==> src/seg_pkg.sv <==
// State-enable register bank: shared constants, types and field layout.
// Assumes a 64-bit hart with machine, supervisor and hypervisor levels.
// How it works
// Four 64-bit machine state-enable registers, numbered 0 to 3.
// Four supervisor state-enable registers when supervisor mode exists.
// Four hypervisor state-enable registers when hypervisor exists.
// On 32-bit harts machine and hypervisor registers get high halves.
// Supervisor registers have no high half; upper bits stay zero.
// Enables gate only less-privileged modes, never the owning level.
// Blocked access from a lower mode raises illegal instruction.
// Blocked access from virtual modes may raise virtual instruction.
// Feature absent means no extra gating of any state.
// Supervisor bits gate user and virtual user access.
// Supervisor bits repeat in machine registers, gating all lower modes.
// Machine bits encroaching from the top read zero in supervisor.
// Hypervisor layout equals machine; gates virtual modes only.
// Standard bits write any, read legal; may be fixed zero or one.
// Unimplemented and reserved bits read zero and ignore writes.
// Zero machine bit reads as zero in hypervisor and supervisor.
// Zero hypervisor bit reads zero in supervisor from virtual mode.
// Lower bit fixed one only where all higher bits fixed one.
// Reset clears every writable machine bit.
// Machine software clears lower registers after enabling bits.
// Bit 63 gates access to the lower-level registers of same number.
// Machine bit 63 fixed zero only without hypervisor and zero sup.
// Hypervisor bit 63 is always writable.
// Read value combines stored bit with the higher-level bits.
package seg_pkg;
   localparam int NREG = 4;
   localparam int XLEN = 64;
   // Register address: level in [3:2], number in [1:0]
   localparam logic [1:0] LVL_M = 2'h0;
   localparam logic [1:0] LVL_S = 2'h1;
   localparam logic [1:0] LVL_H = 2'h2;
   localparam logic [1:0] LVL_MH = 2'h3; // High halves, 32-bit hart
   localparam int ADDR_W = 5; // [4] selects hypervisor high half
   localparam int BIT_SE = 63;
   // Writable bit masks (others read zero); bit 63 writable in machine and hypervisor masks only
   localparam logic [63:0] M_WMASK = 64'hFE00_0000_0000_0007;
   localparam logic [63:0] H_WMASK = 64'hFE00_0000_0000_0007;
   localparam logic [63:0] S_WMASK = 64'h0000_0000_0000_0007;
   // No bit is fixed at one, so no lower bit can be fixed one either
   localparam logic [63:0] M_RO1 = 64'h0000_0000_0000_0000;
   localparam logic [63:0] RST_VAL = 64'h0000_0000_0000_0000;
   typedef enum logic [2:0]
   {
      SEG_PRV_U = 3'h0, SEG_PRV_S = 3'h1, SEG_PRV_M = 3'h3,
      SEG_PRV_VU = 3'h4, SEG_PRV_VS = 3'h5
   } seg_prv_e;
   typedef struct packed
   {
      logic [NREG-1:0][63:0] m;
      logic [NREG-1:0][63:0] h;
      logic [NREG-1:0][63:0] s;
      logic [63:0] rdata;
      logic        err;
   } seg_state_s;
   typedef struct packed
   {
      logic        valid;
      logic [1:0]  num;     // Register number 0-3
      logic [5:0]  bit_idx; // Enable bit guarding the state
      logic        is_csr;  // Access targets a lower stateen register
   } seg_chk_s;
endpackage : seg_pkg

==> src/seg_bank.sv <==
// State-enable register bank with access check for extension state.
// Assumes the core supplies current privilege and virtualisation.
//
// Added by the designer: the register addresses and the plain strobed port.
`timescale 1ns/1ps
module seg_bank
   import seg_pkg::*;
#(
   parameter bit HAS_S = 1'b1,
   parameter bit HAS_H = 1'b1,
   parameter bit HAS_FEATURE = 1'b1,
   parameter bit IS_32 = 1'b0
)
(
   // Clock and reset
   input  wire logic                clk_sys,
   input  wire logic                rst_b,
   // Register port
   input  wire logic [ADDR_W-1:0]   addr,
   input  wire logic [63:0]         wdata,
   input  wire logic                wr_stb,
   input  wire logic                rd_stb,
   input  wire seg_pkg::seg_prv_e   prv,
   output logic [63:0]              rdata,
   output logic                     acc_err,
   // Access check
   input  wire seg_pkg::seg_chk_s   chk,
   input  wire logic                virt_ok,
   output logic                     illegal_instr,
   output logic                     virtual_instr
);
   import seg_pkg::*;

   seg_state_s st_reg;
   seg_state_s st_next;

   // Effective lower-level value seen from a privilege mode
   function automatic logic [63:0] eff_s(input seg_state_s s,
      input logic [1:0] n, input logic virt);
      logic [63:0] v;
      v = s.s[n] & S_WMASK & s.m[n];
      if (virt && HAS_H)
         v = v & s.h[n];
      return HAS_S ? v : 64'h0;
   endfunction : eff_s

   function automatic logic [63:0] eff_h(input seg_state_s s,
      input logic [1:0] n);
      return HAS_H ? (s.h[n] & H_WMASK & s.m[n]) : 64'h0;
   endfunction : eff_h

   logic        virt;
   logic [1:0]  lvl;
   logic [1:0]  num;
   logic        hi;
   logic        blk;
   logic [63:0] mval;
   logic [63:0] wfull;
   assign virt = prv[2];
   assign lvl  = addr[3:2];
   assign num  = addr[1:0];
   assign hi   = addr[4];

   // Register access: decode, privilege and bit-63 gating, write update
   always_comb
   begin
      st_next = st_reg;
      st_next.rdata = 64'h0;
      st_next.err = 1'b0;
      blk = 1'b0;
      mval = 64'h0;
      wfull = wdata;
      unique case (lvl)
         LVL_M, LVL_MH:
         begin
            blk = (prv != SEG_PRV_M) || (lvl == LVL_MH && !IS_32);
            mval = (st_reg.m[num] & M_WMASK) | M_RO1;
            if (IS_32)
               mval = (lvl == LVL_MH) ? {32'h0, mval[63:32]}
                                      : {32'h0, mval[31:0]};
         end
         LVL_H:
         begin
            blk = !HAS_H || virt || prv == SEG_PRV_U
               || (prv == SEG_PRV_S && !st_reg.m[num][BIT_SE]);
            blk = blk || (hi && !IS_32);
            mval = eff_h(st_reg, num);
            if (IS_32)
               mval = hi ? {32'h0, mval[63:32]} : {32'h0, mval[31:0]};
         end
         LVL_S:
         begin
            blk = !HAS_S || hi || prv == SEG_PRV_U || prv == SEG_PRV_VU
               || (prv != SEG_PRV_M && !st_reg.m[num][BIT_SE])
               || (prv == SEG_PRV_VS && !st_reg.h[num][BIT_SE]);
            mval = eff_s(st_reg, num, virt);
            if (IS_32)
               mval = {32'h0, mval[31:0]};
         end
      endcase
      if (rd_stb)
      begin
         st_next.err = blk;
         st_next.rdata = blk ? 64'h0 : mval;
      end
      if (wr_stb && !blk)
      begin
         if (IS_32)
            wfull = {32'h0, wdata[31:0]};
         unique case (lvl)
            LVL_M:
               st_next.m[num] = IS_32 ? {st_reg.m[num][63:32], wdata[31:0]}
                                      : wdata & M_WMASK;
            LVL_MH:
               st_next.m[num] = {wdata[31:0], st_reg.m[num][31:0]} & M_WMASK;
            LVL_H:
               if (!IS_32)
                  st_next.h[num] = wdata & H_WMASK;
               else if (hi)
                  st_next.h[num] = {wdata[31:0], st_reg.h[num][31:0]}
                                   & H_WMASK;
               else
                  st_next.h[num] = {st_reg.h[num][63:32], wdata[31:0]}
                                   & H_WMASK;
            LVL_S:
               // Bits masked by higher levels keep their stored value
               st_next.s[num] = (wfull & S_WMASK & eff_mask(virt, num))
                  | (st_reg.s[num] & ~eff_mask(virt, num));
         endcase
      end
      if (wr_stb && blk)
         st_next.err = 1'b1;
      st_next.m[num] = st_next.m[num] & M_WMASK;
   end

   // Bits of the supervisor register that the caller may change
   function automatic logic [63:0] eff_mask(input logic v,
      input logic [1:0] n);
      logic [63:0] hm;
      hm = (v && HAS_H) ? st_reg.h[n] : 64'hFFFF_FFFF_FFFF_FFFF;
      return st_reg.m[n] & hm;
   endfunction : eff_mask

   // State register, synchronous active-low reset
   always_ff @(posedge clk_sys)
   begin
      if (!rst_b)
      begin
         st_reg.m     <= '0;
         st_reg.h     <= '0;
         st_reg.s     <= '0;
         st_reg.rdata <= 64'h0;
         st_reg.err   <= 1'b0;
      end
      else
         st_reg <= st_next;
   end

   assign rdata   = st_reg.rdata;
   assign acc_err = st_reg.err;

   // Extension-state access check
   logic ok_m;
   logic ok_h;
   logic ok_s;
   logic chk_blk;
   always_comb
   begin
      ok_m = st_reg.m[chk.num][chk.bit_idx];
      ok_h = !HAS_H || st_reg.h[chk.num][chk.bit_idx];
      ok_s = !HAS_S || (chk.bit_idx < 6'd32
                        && st_reg.s[chk.num][chk.bit_idx]);
      unique case (prv)
         SEG_PRV_M:  chk_blk = 1'b0;
         SEG_PRV_S:  chk_blk = !ok_m;
         SEG_PRV_U:  chk_blk = !ok_m || !ok_s;
         SEG_PRV_VS: chk_blk = !ok_m || !ok_h;
         SEG_PRV_VU: chk_blk = !ok_m || !ok_h || !ok_s;
         default:    chk_blk = !ok_m;
      endcase
      if (!HAS_FEATURE || !chk.valid)
         chk_blk = 1'b0;
   end

   assign illegal_instr = chk_blk && !(virt && virt_ok && ok_m);
   assign virtual_instr = chk_blk && virt && virt_ok && ok_m;

   // Checks
   mreset_clr_a: assert property (@(posedge clk_sys)
      !rst_b |=> st_reg.m == '0) else $error("machine bank not cleared");
   lowmode_blk_a: assert property (@(posedge clk_sys) disable iff (!rst_b)
      rd_stb && lvl == LVL_M && prv != SEG_PRV_M |=> acc_err)
      else $error("machine read from lower mode not refused");
   mzero_s_a: assert property (@(posedge clk_sys) disable iff (!rst_b)
      rd_stb && lvl == LVL_S && prv == SEG_PRV_M && !IS_32
      |=> (rdata & ~$past(st_reg.m[num])) == 64'h0)
      else $error("supervisor bit visible with machine bit zero");
   hzero_vs_a: assert property (@(posedge clk_sys) disable iff (!rst_b)
      rd_stb && lvl == LVL_S && prv == SEG_PRV_VS && !IS_32
      |=> (rdata & ~$past(st_reg.h[num])) == 64'h0)
      else $error("supervisor bit visible with hypervisor bit zero");
   rsvd_zero_a: assert property (@(posedge clk_sys) disable iff (!rst_b)
      (st_reg.m[num] & ~M_WMASK) == 64'h0
      && (st_reg.s[num] & ~S_WMASK) == 64'h0)
      else $error("reserved bit stored");
   se63_gate_a: assert property (@(posedge clk_sys) disable iff (!rst_b)
      rd_stb && lvl == LVL_H && prv == SEG_PRV_S
      && !st_reg.m[num][BIT_SE] |=> acc_err && rdata == 64'h0)
      else $error("hypervisor register reached with bit 63 clear");
   h63_wr_a: assert property (@(posedge clk_sys) disable iff (!rst_b)
      wr_stb && lvl == LVL_H && prv == SEG_PRV_M && HAS_H && !IS_32
      |=> st_reg.h[$past(num)][BIT_SE] == $past(wdata[BIT_SE]))
      else $error("hypervisor bit 63 not writable");
   mmode_free_a: assert property (@(posedge clk_sys) disable iff (!rst_b)
      prv == SEG_PRV_M |-> !illegal_instr && !virtual_instr)
      else $error("machine mode blocked");
   user_blk_a: assert property (@(posedge clk_sys) disable iff (!rst_b)
      HAS_FEATURE && chk.valid && prv == SEG_PRV_U
      && !st_reg.m[chk.num][chk.bit_idx] |-> illegal_instr)
      else $error("user access not trapped");
   virt_trap_a: assert property (@(posedge clk_sys) disable iff (!rst_b)
      virtual_instr |-> virt && !illegal_instr)
      else $error("virtual trap outside virtual mode");
   cov_mwrite: cover property (@(posedge clk_sys)
      wr_stb && lvl == LVL_M && prv == SEG_PRV_M);
   cov_vtrap: cover property (@(posedge clk_sys) virtual_instr);
   cov_itrap: cover property (@(posedge clk_sys) illegal_instr);
   cov_sread: cover property (@(posedge clk_sys)
      rd_stb && lvl == LVL_S ##1 !acc_err);
endmodule : seg_bank

==> config.mk <==
export PLATFORM = sky130hd
export DESIGN_NAME = seg_bank
export DESIGN_NICKNAME = d
export VERILOG_FILES = /design/src/seg_pkg.sv /design/src/seg_bank.sv
export SDC_FILE = /design/constraint.sdc
export NUM_CORES = 1
export LEC_CHECK = 0
export BUFFER_PORTS_ARGS = -buffer_cell sky130_fd_sc_hd__buf_4
export CAP_MARGIN = 5
export CORE_MARGIN = 10
export CORE_UTILIZATION = 61
export CTS_CLUSTER_SIZE = 10
export DETAILED_ROUTE_END_ITERATION = 6
export GPL_TIMING_DRIVEN = 0
export PLACE_DENSITY = 0.9
export SLEW_MARGIN = 10
export SYNTH_ARGS = -nofsm -noshare
export SYNTH_HDL_FRONTEND = slang
export SYNTH_SLANG_ARGS = --single-unit
export TNS_END_PERCENT = 30
==> constraint.sdc <==
create_clock -name clk_sys -period 3.25 [get_ports clk_sys]
set_input_delay 0.325 -clock clk_sys [delete_from_list [all_inputs] [get_ports clk_sys]]
set_output_delay 0.325 -clock clk_sys [all_outputs]
set_load 0.01 [all_outputs]
==> out/qor.log <==
[timing] clk_skew 0.0380 ns
[critical_path] capture point of the worst path virtual_instr
[power] internal power contribution 0.00838 W
[critical_path] cell-by-cell listing of the critical path buf_2 -> nor2b_1 -> clkbuf_2 -> buf_2 -> a22oi_1 -> a31oi_1 -> a32o_2 -> nand3b_1 -> a221oi_4 -> nor4b_2 -> buf_4
[yosys] share of synthesized cell area in and, or, nand and nor gates 14.5%
[yosys] synthesis-stage register bit count 435
[status] status finished with violations
[power] part of the power in the clock network 44.0%
[yosys] number of synthesized flops with an enable pin 0
[power] power spent charging and discharging nets 0.00282 W
[critical_path] kind of critical path primary input to output pin
[placed_design] final estimated routing congestion in global placement 0.980
[critical_path] highest cell delay on the worst timing path 0.48 ns
[timing] worst path setup slack after routing -0.218 ns
[critical_path] capture instance of the worst register-to-register path st_reg[383]$_SDFFE_PN0P_
[cts] clk_lat worst skew 0.58 ns
[yosys] synthesized cell area 0.0209 sq mm
[die] Die Y-Extent 205 microns
[flow_run] max-cap viol count 0
[routing] DRC viols 5
[yosys] Netlist cell types 69
[yosys] Gate Count Post-Synth 1,882
[cts] clock-pin slew reported for the worst setup and hold paths after clock tree synthesis 0.05 ns
[critical_path] timing startpoint of the critical path chk[2]
[layout] final net count 2,106
[yosys] xor and xnor fraction of the mapped netlist area 0%
[cts] TritonCTS buffer count 50
[yosys] flip-flop cell with the highest count after synthesis sky130_fd_sc_hd__dfxtp_1
[routing] routed via count 17,200
[routing] per-cell via count in the routed design 6.96
[hold_path] path category of the worst min-delay check primary input to flop
[yosys] share of flip-flops with an asynchronous set or reset after synthesis 0%
[cts] # clock sinks 435
[power] LEAKAGE 8.51 nW
[yosys] Syn. warnings 0
[global_routing] global-route wire length before repair 102,000 microns
[routing] Avg WL per Cell 27.5 microns
[yosys] syn avg cell area 11.1 sq um
[layout] ratio of cells with drive above 1 in the final layout 21.6%
[routing] Detail Route Antenna Nets 0
[timing] tightest slew margin relative to the limit 8.53%
[yosys] dominant combinational cell family by area after synthesis multiplexers
[global_routing] antenna violations before repair 1
[power] switching portion of total power 25.2%
[timing] total count of hold-check failures in the final report 0
[critical_path] reg-to-reg setup timing slack 0.39 ns
[layout] number of standard cells in the final layout excluding fillers 2,469
[power] areal power density over the cells 477 mW/mm^2
[cts] H-tree Lvls 2
[critical_path] category of the worst setup path launch point primary input
[cts] Clock Root Buffer sky130_fd_sc_hd__clkbuf_16
[power] proportion of power drawn by combinational gates 8.2%
[cts] deepest clock path buffer count 3
[die] Die Outline Area 0.0421 sq mm
[yosys] share of synthesized cell area in full adder, half adder and majority cells 0.239%
[placed_design] placed instance count 2,412
[yosys] compound-gate portion of the synthesized area 9.62%
[cts] hold-fix buffers at CTS 0
[die] total I/O pin count 154
[critical_path] critical path endpoint category output pin
[routing] final wirelength 67,800 microns
[critical_path] WP data required 2.92 ns
[critical_path] CP max stage cell sky130_fd_sc_hd__buf_2
[yosys] multiplexer area fraction after synthesis 27.2%
[critical_path] Crit path top cell by count sky130_fd_sc_hd__buf_2
[global_routing] maximum number of pins on one net before global-route repair 15
[layout] Area growth, synth to finish 12.2%
[die] Placement Rows 67
[timing] maximum operating frequency 0.288 GHz
[power] maximum vdd drop 0.448 mV
[layout] design area 0.0235 sq mm
[global_routing] leftover overflow at the end of global routing 0
[timing] clock period minus worst slack 3.47 ns
[critical_path] cell depth of the worst flop-to-flop path 7
[timing] post-route clock period utilization 107%
[routing] count of routing violations after the opening detailed-route iteration 2,865
[global_routing] GR Util All Layers 31.4%
[cts] clock tree from TritonCTS built
[critical_path] launching point of the worst reg2reg path st_reg[832]$_SDFF_PN0_
[global_routing] number of global-route vias before repair 17,300
[placed_design] post-detailed-placement cell area 0.0219 sq mm
[layout] antenna diode instance count 0
[die] starting utilization of the core area 62.1%
[status] violated checks design-rule violations, negative setup slack
[placed_design] DPL Wire Length 45,100 microns
[timing] Slew Limit Fails 0
[routing] 1st-pass router iterations 7
[timing] setup repair after global routing missed its margin true
[layout] Final Util 69.7%
[placed_design] I/O Buffers 29
[critical_path] Worst EP arrival 3.14 ns
[power] Flop pwr share 47.7%
[die] core footprint 0.0337 sq mm
[timing] Setup-failing EPs final 2
[critical_path] maximum fanout encountered on the critical timing path 10
[timing] Worst Max-Slew Pin Slew 1.37 ns
[die] die width 205 microns
[placed_design] worst slack at placement -0.819 ns
[layout] flip-flop count of the largest register, all copies and words added 424
[power] Total Power Consumption 0.0112 W
[yosys] fraction of the yosys area taken by sequential cells 41.6%
==> cell usage after synthesis, types with 6 or more instances <==
| master | n | area [sq um] |
|---|---|---|
| sky130_fd_sc_hd__and2_1 | 218 | 1360 |
| sky130_fd_sc_hd__buf_12 | 12 | 240 |
| sky130_fd_sc_hd__nor2b_1 | 6 | 37.5 |
| sky130_fd_sc_hd__dfxtp_1 | 435 | 8710 |
| sky130_fd_sc_hd__nor2_1 | 61 | 229 |
| sky130_fd_sc_hd__nand2_1 | 192 | 721 |
| sky130_fd_sc_hd__clkbuf_1 | 106 | 398 |
| sky130_fd_sc_hd__buf_4 | 77 | 578 |
| sky130_fd_sc_hd__mux2i_1 | 153 | 1530 |
| sky130_fd_sc_hd__o2111ai_1 | 32 | 280 |
| sky130_fd_sc_hd__a22o_1 | 41 | 359 |
| sky130_fd_sc_hd__a21oi_1 | 57 | 285 |
| sky130_fd_sc_hd__nand3_1 | 77 | 385 |
| sky130_fd_sc_hd__a221oi_1 | 13 | 114 |
| sky130_fd_sc_hd__mux4_2 | 169 | 3810 |
| sky130_fd_sc_hd__buf_2 | 21 | 105 |
| sky130_fd_sc_hd__nor3b_1 | 8 | 60.1 |
| sky130_fd_sc_hd__buf_1 | 7 | 26.3 |
| sky130_fd_sc_hd__inv_1 | 7 | 26.3 |
| sky130_fd_sc_hd__o221ai_1 | 6 | 52.6 |
| sky130_fd_sc_hd__mux2_2 | 23 | 259 |
| sky130_fd_sc_hd__a22oi_1 | 49 | 368 |
| sky130_fd_sc_hd__o21ai_0 | 20 | 100 |
==> metal layers <==
metal  track usage, %  routed length, microns  share of wire [%]
met1             37.7                   23100                 34
met2             48.4                   30300                 45
met3             11.2                   10100                 15
met4             17.8                    4290                6.3
met5                0                       0                  0
==> layout make-up <==
cell class | instances | area (sq um)
Multi-Input combinational cell | 1262 | 11100
Fill cell | 2286 | 10200
Sequential cell | 435 | 8710
Buffer | 225 | 1490
Clock buffer | 54 | 1280
Tap cell | 448 | 561
Timing Repair Buffer | 30 | 225
Clock inverter | 4 | 73.8
Inverter | 11 | 41.3
==> cell families (layout without fill, tap and decap cells) <==
group | count (synthesis) | in the layout
AND/OR/NAND/NOR | 590 | 590
flip-flops | 435 | 435
multiplexers | 349 | 349
AO/OA/AOI/OAI | 265 | 265
buffers and inverters | 238 | 324
adder cells (fa/ha/maj) | 4 | 4
other | 1 | 54
==> stage by stage <==
step / TNS (ns) / hold WS, ns
global route: -0.347 / 0.261
floorplan: 0 / 0.422
global placement: -5.15 / 0.435
CTS: -0.152 / 0.215
finish: -0.424 / 0.221
detailed placement: -14.04 / 0.439
==> how the worst min path moves through the flow <==
stage | startpoint | end | cells after the start
floorplan | st_reg[749]$_SDFFE_PP0P_ | st_reg[749]$_SDFFE_PP0P_ | 1
global placement | st_reg[749]$_SDFFE_PP0P_ | st_reg[749]$_SDFFE_PP0P_ | 1
detailed placement | st_reg[801]$_SDFFE_PP0P_ | st_reg[801]$_SDFFE_PP0P_ | 1
CTS | rd_stb | acc_err$_SDFF_PN0_ | 3
global route | rd_stb | acc_err$_SDFF_PN0_ | 3
finish | rd_stb | acc_err$_SDFF_PN0_ | 3
==> critical path: cells and delay by family <==
family	cells	cell delay (ns)
buf+inv	4	1.23
simple gates	3	0.46
compound gates	4	1.12
==> layout by cell type (no fill, tap or decap), types with 9 or more instances in the layout <==
cell,synthesis,final
sky130_fd_sc_hd__mux2_2,23,22
sky130_fd_sc_hd__clkbuf_16,0,50
sky130_fd_sc_hd__buf_2,21,11
sky130_fd_sc_hd__nor2_1,61,60
sky130_fd_sc_hd__and2_1,218,218
sky130_fd_sc_hd__clkbuf_1,106,101
sky130_fd_sc_hd__mux2i_1,153,153
sky130_fd_sc_hd__a22o_1,41,41
sky130_fd_sc_hd__conb_1,1,54
sky130_fd_sc_hd__dfxtp_1,435,431
sky130_fd_sc_hd__o2111ai_1,32,32
sky130_fd_sc_hd__buf_12,12,12
sky130_fd_sc_hd__nand3_1,77,77
sky130_fd_sc_hd__o21ai_0,20,20
sky130_fd_sc_hd__a21oi_1,57,57
sky130_fd_sc_hd__nand2_1,192,192
sky130_fd_sc_hd__buf_6,4,12
sky130_fd_sc_hd__a22oi_1,49,49
sky130_fd_sc_hd__mux4_2,169,169
sky130_fd_sc_hd__a221oi_1,13,9
sky130_fd_sc_hd__buf_4,77,105
==> timing repair <==
action	CTS	global route
hold endpoints to repair	0	0
buffers inserted	1	0
pin swaps	7	0
endpoints found under the setup margin	2	2
resized for setup	53	9
==> power groups by stage <==
stage	clock network, W	registers [W]	logic, W
final	0.00493	0.00534	0.000923
after global placement	0	0.00546	0.000829
after global routing	0.00509	0.00534	0.000943
after floorplan	0	0.00546	0.000534
after detailed placement	0	0.00546	0.000837
after CTS	0.00488	0.00534	0.000867
(Power assumes the default switching activity.)
